[config.mk]
export PLATFORM = sky130hd
export DESIGN_NAME = ssl_top
export DESIGN_NICKNAME = d
export VERILOG_FILES = /design/src/verilog/ssl_pkg.sv /design/src/verilog/ssl_top.sv
export SDC_FILE = /design/constraint.sdc
export NUM_CORES = 1
export LEC_CHECK = 0
export ABC_AREA = 1
export BUFFER_PORTS_ARGS = -buffer_cell sky130_fd_sc_hd__buf_2
export CAP_MARGIN = 20
export CORE_MARGIN = 2
export CORE_UTILIZATION = 55
export DETAILED_ROUTE_END_ITERATION = 10
export GPL_TIMING_DRIVEN = 1
export PLACE_DENSITY = 0.82
export REMOVE_ABC_BUFFERS = 1
export SKIP_CTS_REPAIR_TIMING = 1
export SYNTH_ARGS = -nofsm -noshare
export SYNTH_HDL_FRONTEND = slang
export SYNTH_SLANG_ARGS = --single-unit
[constraint.sdc]
create_clock -name I_CLOCK -period 10.02 [get_ports I_CLOCK]
set_input_delay 1.503 -clock I_CLOCK [delete_from_list [all_inputs] [get_ports I_CLOCK]]
set_output_delay 1.503 -clock I_CLOCK [all_outputs]
set_load 0.05 [all_outputs]
[src/verilog/ssl_pkg.sv]
// constants and register map of the servo status and speed-limit block
package ssl_pkg;
    localparam int unsigned POS_W = 32;
    localparam int unsigned SPD_W = 16;
    localparam int unsigned AW    = 4;

    // widths are 31 bits: 0 .. 1073741824 (close width 1 .. 1073741824)
    localparam logic [30:0] DONE_WIDTH_RST  = 31'h0000_0007;
    localparam logic [30:0] CLOSE_WIDTH_RST = 31'h4000_0000;
    localparam logic [30:0] CLOSE_WIDTH_MIN = 31'h0000_0001;
    localparam logic [30:0] WIDTH_MAX       = 31'h4000_0000;
    localparam logic [15:0] INT_CEIL_RST    = 16'h2710;
    localparam logic [15:0] INT_CEIL_MAX    = 16'h2710;

    // register offsets
    localparam logic [3:0] REG_DONE_WIDTH  = 4'h0;
    localparam logic [3:0] REG_CLOSE_WIDTH = 4'h1;
    localparam logic [3:0] REG_INT_CEIL    = 4'h2;
    localparam logic [3:0] REG_CONFIG      = 4'h3;
    localparam logic [3:0] REG_STATUS      = 4'h4;
    localparam logic [3:0] REG_IRQ_STAT    = 4'h5;
    localparam logic [3:0] REG_IRQ_MASK    = 4'h6;
    localparam logic [3:0] REG_APPLIED     = 4'h7;

    // config fields: [1:0] timing, [2] source, [3] basis
    localparam int unsigned CFG_TIMING_LSB = 0;
    localparam int unsigned CFG_SOURCE_BIT = 2;
    localparam int unsigned CFG_BASIS_BIT  = 3;
    localparam logic [3:0]  CONFIG_RST     = 4'h0;
    localparam logic [2:0]  IRQ_MASK_RST   = 3'h0;

    typedef enum logic [1:0] {
        DT_ERROR_ONLY = 2'b00,
        DT_FILTERED   = 2'b01,
        DT_REF_INPUT  = 2'b10
    } ssl_timing_e;
endpackage : ssl_pkg

[src/verilog/ssl_top.sv]
// status outputs and torque-mode speed limit of the servo drive
`timescale 1ns/1ps

// How it works
// - done out high in position control when absolute error is below done width
// - done width 0..1073741824, reset 7, used at once
// - timing select: error only, plus filtered ref zero, plus ref input zero
// - close out high while error below close width 1..1073741824, reset max
// - each status output high (closed) when true, low (open) when false
// - clamp out high when speed reaches applied limit, low with no limit
// - source select: internal ceiling or commanded ceiling, latched at restart
// - internal ceiling 0..10000 rpm, reset 10000, used at once
// - basis select: min of internal ceiling with max speed or overspeed speed
// - external mode uses commanded ceiling in torque control
module ssl_top
    import ssl_pkg::*;
(
    input  wire logic                  I_CLOCK,
    input  wire logic                  I_RST,
    input  wire logic                  I_RESTART,
    input  wire logic                  I_POS_CTRL,
    input  wire logic                  I_TORQUE_CTRL,
    input  wire logic signed [31:0]    I_POS_ERROR,
    input  wire logic signed [31:0]    I_FILT_REF,
    input  wire logic signed [31:0]    I_REF_INPUT,
    input  wire logic signed [15:0]    I_MOTOR_SPEED,
    input  wire logic [15:0]           I_MAX_SPEED,
    input  wire logic [15:0]           I_OVERSPEED,
    input  wire logic [15:0]           I_COMMANDED_SPEED_CEILING,
    input  wire logic [ssl_pkg::AW-1:0] I_ADDR,
    input  wire logic [31:0]           I_WDATA,
    input  wire logic                  I_WR,
    input  wire logic                  I_RD,
    output logic [31:0]                O_RDATA,
    output logic                       O_POSITIONING_DONE_OUT,
    output logic                       O_CLOSE_OUT,
    output logic                       O_SPEED_CLAMP_ACTIVE_OUT,
    output logic [15:0]                O_APPLIED_CEILING,
    output logic                       O_IRQ
);
    import ssl_pkg::*;

    typedef struct packed {
        logic [30:0] done_width;
        logic [30:0] close_width;
        logic [15:0] int_ceil;
        logic [3:0]  cfg_sw;
        logic [3:0]  cfg_act;
        logic [2:0]  irq_stat;
        logic [2:0]  irq_mask;
        logic [2:0]  outs;
        logic [15:0] applied;
        logic [31:0] rdata;
    } ssl_state_s;

    ssl_state_s cur_ff;
    ssl_state_s nxt_st;

    logic [31:0] abs_err;
    logic [15:0] abs_spd;
    logic [15:0] basis;
    logic [15:0] lim;
    logic        done_c;
    logic        close_c;
    logic        clamp_c;
    logic [2:0]  outs_c;
    logic [2:0]  rise;
    logic [2:0]  wr_clr;
    ssl_timing_e tsel;

    always_comb begin
        abs_err = I_POS_ERROR[31] ? 32'(-I_POS_ERROR) : I_POS_ERROR;
        abs_spd = I_MOTOR_SPEED[15] ? 16'(-I_MOTOR_SPEED) : I_MOTOR_SPEED;
        tsel    = ssl_timing_e'(cur_ff.cfg_act[CFG_TIMING_LSB +: 2]);
        done_c  = I_POS_CTRL && (abs_err < {1'b0, cur_ff.done_width});
        unique case (tsel)
            DT_ERROR_ONLY: done_c = done_c;
            DT_FILTERED:   done_c = done_c && (I_FILT_REF == 32'h0000_0000);
            DT_REF_INPUT:  done_c = done_c && (I_REF_INPUT == 32'h0000_0000);
            default:       done_c = done_c;
        endcase
        close_c = abs_err < {1'b0, cur_ff.close_width};
        basis = cur_ff.cfg_act[CFG_BASIS_BIT] ? I_OVERSPEED : I_MAX_SPEED;
        if (cur_ff.cfg_act[CFG_SOURCE_BIT]) begin
            lim = I_COMMANDED_SPEED_CEILING;
        end else begin
            lim = (cur_ff.int_ceil < basis) ? cur_ff.int_ceil : basis;
        end
        // limit reached, only while limiting in torque control
        clamp_c = I_TORQUE_CTRL && (abs_spd >= lim);
        outs_c  = {clamp_c, close_c, done_c};
    end

    // rising edges of the three outputs are the interrupt events
    assign rise = outs_c & ~cur_ff.outs;

    always_comb begin
        nxt_st = cur_ff;
        wr_clr = 3'h0;
        nxt_st.rdata = 32'h0000_0000;
        nxt_st.outs    = outs_c;
        nxt_st.applied = I_TORQUE_CTRL ? lim : 16'h0000;
        if (I_RESTART) begin
            nxt_st.cfg_act = cur_ff.cfg_sw;
        end
        if (I_WR) begin
            unique case (I_ADDR)
                REG_DONE_WIDTH: begin
                    nxt_st.done_width = (I_WDATA > {1'b0, WIDTH_MAX}) ? WIDTH_MAX
                                                                      : I_WDATA[30:0];
                end
                REG_CLOSE_WIDTH: begin
                    if (I_WDATA > {1'b0, WIDTH_MAX}) begin
                        nxt_st.close_width = WIDTH_MAX;
                    end else if (I_WDATA == 32'h0000_0000) begin
                        nxt_st.close_width = CLOSE_WIDTH_MIN;
                    end else begin
                        nxt_st.close_width = I_WDATA[30:0];
                    end
                end
                REG_INT_CEIL: begin
                    nxt_st.int_ceil = (I_WDATA > {16'h0000, INT_CEIL_MAX}) ? INT_CEIL_MAX
                                                                         : I_WDATA[15:0];
                end
                REG_CONFIG: begin
                    // timing code 3 is not defined; keep it at 0
                    nxt_st.cfg_sw = I_WDATA[3:0];
                    if (I_WDATA[1:0] == 2'b11) begin
                        nxt_st.cfg_sw[1:0] = 2'b00;
                    end
                end
                REG_IRQ_STAT: wr_clr = I_WDATA[2:0];
                REG_IRQ_MASK: nxt_st.irq_mask = I_WDATA[2:0];
                default: ;
            endcase
        end
        // new event wins over a same-cycle clear
        nxt_st.irq_stat = (cur_ff.irq_stat & ~wr_clr) | rise;
        if (I_RD) begin
            unique case (I_ADDR)
                REG_DONE_WIDTH:  nxt_st.rdata = {1'b0, cur_ff.done_width};
                REG_CLOSE_WIDTH: nxt_st.rdata = {1'b0, cur_ff.close_width};
                REG_INT_CEIL:    nxt_st.rdata = {16'h0000, cur_ff.int_ceil};
                REG_CONFIG:      nxt_st.rdata = {24'h0, cur_ff.cfg_act, cur_ff.cfg_sw};
                REG_STATUS:      nxt_st.rdata = {29'h0, cur_ff.outs};
                REG_IRQ_STAT:    nxt_st.rdata = {29'h0, cur_ff.irq_stat};
                REG_IRQ_MASK:    nxt_st.rdata = {29'h0, cur_ff.irq_mask};
                REG_APPLIED:     nxt_st.rdata = {16'h0000, cur_ff.applied};
                default:         nxt_st.rdata = 32'h0000_0000;
            endcase
        end
    end

    always_ff @(posedge I_CLOCK or posedge I_RST) begin
        if (I_RST) begin
            cur_ff <= '{done_width: DONE_WIDTH_RST, close_width: CLOSE_WIDTH_RST,
                        int_ceil: INT_CEIL_RST, cfg_sw: CONFIG_RST, cfg_act: CONFIG_RST,
                        irq_stat: 3'h0, irq_mask: IRQ_MASK_RST, outs: 3'h0,
                        applied: 16'h0000, rdata: 32'h0000_0000};
        end else begin
            cur_ff <= nxt_st;
        end
    end

    assign O_POSITIONING_DONE_OUT   = cur_ff.outs[0];
    assign O_CLOSE_OUT              = cur_ff.outs[1];
    assign O_SPEED_CLAMP_ACTIVE_OUT = cur_ff.outs[2];
    assign O_APPLIED_CEILING        = cur_ff.applied;
    assign O_RDATA                  = cur_ff.rdata;
    assign O_IRQ                    = |(cur_ff.irq_stat & cur_ff.irq_mask);
endmodule : ssl_top

==> flow_summary.yaml <==
worst_setup_path:
  slowest_delay_ps: 680
  path_common_cell: "nand3_1"
  cp.depth: 21
  cp-start-kind: "primary input"
  cp_top_family: "simple AND/OR/NAND/NOR gates"
  worstPathRequired_ps: 10370
  rr_endpoint: "cur_ff[56]"
  crit_slowest_cell: "a21oi_2"
  endpoint_kind: "flop"
  crit_path_cell_trace: "buf_2 -> or2_2 -> o21ai_0 -> ha_1 -> nand2_1 -> inv_1 -> nand3_1 -> inv_1 -> a21oi_2 -> nand2_4 -> nand2_2 -> nand3_2 -> nand2_1 -> inv_1 -> ha_1 -> nand3_1 -> nor3_1 -> nand3_1 -> nand3_1 -> nand2_1 -> o21ai_0"
  cp_max_fo: 17
  ff2ff_setup_slack_ps: 5370
  worstSetupPathType: "primary input to flop"
  crit_end: "cur_ff[56]"
  reg2regPathDepth: 21
  critical_path_buf_inv_count: 4
  cp.arrival_ps: 5060
  timing.rr.start: "cur_ff[60]"
  crit_start: "I_OVERSPEED[15]"
clocking:
  cts_buffers: 17
  cts_max_level: 4
  cts-root-buf: "clkbuf_16"
  cts_tree: "done"
  worstSkewPairLatency_ps: 440
  clockBufferDepth: 2
  clock_sinks: 142
  cts.clk_slew.worst_paths_ps: 60
layout:
  layout_commonest_cell: "nand2_1"
  drive_gt1_share_pct: 22.85
  stdcell_area_um2: 12230
  final_cell_mix: "nand2_1 (335), buf_2 (253), inv_1 (167), dfrtp_1 (133), nor2_1 (113)"
  fillCellCount: 1668
  fin_util_pct: 65.15
  area_growth_pct: 16.06
  nets: 1899
place:
  postPlaceCellArea_um2: 11560
  gp_congestion: 0.9159
  pre_cts_ws_ps: 4962
  place_hpwl_mm: 23.23
  portBuffers: 253
floorplan:
  initial_utilization_pct: 56.13
  die_x_um: 142.4
  fp-row-count: 50
  die-area_um2: 20280
  io_pins: 255
  core_um2: 18770
  die_h_um: 142.4
global_routing:
  grt_pass1_vias: 9775
  grt_overflow: 0
  grt_util_all_layers_pct: 29.86
  grt_max_degree: 97
  antenna_found_initial: 5
  grt_pass1_wl_mm: 47.38
sta:
  period_share_pct: 46.93
  fin_hold_ws_ps: 492.2
  worst_slack_ps: 5318
  hold_violations: 0
  setup-tns-final_ps: 0
  fin_crit_ps: 4702
  setup_viol: 0
  fmax_mhz: 212.7
  slew_violations: 0
  slew-limit-headroom_pct: 31.21
  skew_ps: 7.662
  rsz0062_at_grt: "false"
  worst_slew_pin_slew_ps: 1031
routing:
  first_iter_violations: 724
  totalWireLength_mm: 29.90
  drc: 0
  detail_route.wl_per_cell_um: 16.15
  vias: 10190
  drtAntennaViolNets: 0
  first_pass_iters: 5
  via_per_inst: 5.507
synth:
  synth_ff_type: "dfrtp_1"
  yosys-top-cells-area: "dfrtp_1 (32%), nand2_1 (12%), ha_1 (11%)"
  netlist_instances: 1416
  ys_seq_area_share_pct: 33.84
  synthDistinctLibCells: 50
  synth_warnings: 0
  ys_ff_latch: 142
  synthArstFlopShare_pct: 100.0
  avgSynthCellArea_um2: 7.440
  synth_top_area_share_pct: 31.59
  synth-edff-count: 0
  synth.largest_area_cell: "dfrtp_1"
  synthesis.area_um2: 10540
job:
  maxCapViolCount: 0
outcome:
  status: "finished clean"
power_and_ir_drop:
  p_leak_nw: 6.195
  peakVddDrop_uv: 107.2
  power_density_nw_per_um2: 160.5
min_path:
  worstHoldPathType: "flop to flop"
-- metal layers --
metal | vias up | share of wire (%) | track usage, %
met5 | - | 0.070 | 0
met4 | 4 | 2.0 | 8.807
met3 | 45 | 9.3 | 7.100
met2 | 469 | 47 | 50.34
li1 | 4974 | - | -
met1 | 4701 | 42 | 38.36
-- metrics by stage --
step | power (W) | std cells
floorplan | 0.001081 | 1328
global placement | 0.001251 | 1816
detailed placement | 0.001270 | 1816
CTS | 0.001958 | 1848
global route | 0.002073 | 1850
finish | 0.001962 | 1851
-- logic make-up after synthesis --
kind of cell | count (synthesis) | share of synthesized area [%]
AOI/OAI and AO/OA | 240 | 12.74
buffers and inverters | 271 | 11.77
other | 1 | 0.03560
xor gates and xnor gates | 41 | 3.409
DFF | 142 | 33.84
and+or+nand+nor | 617 | 26.09
adders and majority gates | 94 | 11.16
muxes | 10 | 0.9502
-- registers in the layout, indices dropped and copies added (netlist names) --
signal	flops
O_APPLIED_CEILING	16
O_SPEED_CLAMP_ACTIVE_OUT	1
O_RDATA	31
O_CLOSE_OUT	1
cur_ff	92
O_POSITIONING_DONE_OUT	1
-- area by class of cell --
class | count | area, µm² | area share [%]
Inverter | 183 | 694.4 | 5.680
Clock buffer | 21 | 460.4 | 3.766
Tap cell | 234 | 292.8 | 2.395
Clock inverter | 11 | 177.7 | 1.453
Timing Repair Buffer | 255 | 1301 | 10.64
Antenna cell | 2 | 5.005 | 0.04093
Multi-Input combinational cell | 1003 | 5731 | 46.87
Sequential cell | 142 | 3565 | 29.15
-- how the worst min path moves through the flow --
stage / from / to / slack, ps / cells after the start
CTS: cur_ff[113] / cur_ff[113] / 490 / 2
finish: cur_ff[123] / cur_ff[123] / 490 / 2
global placement: cur_ff[114] / cur_ff[114] / 460 / 2
global route: cur_ff[123] / cur_ff[123] / 510 / 2
detailed placement: cur_ff[94] / cur_ff[94] / 480 / 2
floorplan: cur_ff[61] / cur_ff[57] / 450 / 2
-- cells in the mapped netlist (2+ instances only) --
cell and instances:
a211oi_1 6, nor3_2 2, buf_6 2, buf_2 17
o21ai_0 37, a21oi_1 77, nand2_2 11, o21ai_1 71
nand4_1 18, nor2_1 113, dfrtp_1 133, nor4_1 15
nand3_1 59, a31oi_1 2, a221oi_1 15, o211ai_1 2
buf_4 49, nand2_1 335, nand2_4 2, ha_1 94
or2_2 23, inv_2 13, nor3_1 14, xnor2_1 14
o22ai_1 15, dfstp_2 9, xor2_1 27, nand3b_1 2
o31ai_1 6, and2_1 2, or2_1 2, clkbuf_1 19
inv_1 168, a21boi_1 3, o2111ai_1 2, nor2_2 5
mux2i_1 10, nand3_2 10
-- tightest hold or removal path, delay by kind of cell, from the launching register on --
family,cells,cell delay (ps)
DFF,1,340
AOI/OAI and AO/OA,1,60
and+or+nand+nor,1,50
-- power breakdown --
group | internal [W] | switching (W)
Sequential | 0.000638 | 0.0000562
Clock | 0.000433 | 0.000257
Combinational | 0.000207 | 0.000371
Power figures use the tool's default switching activity.
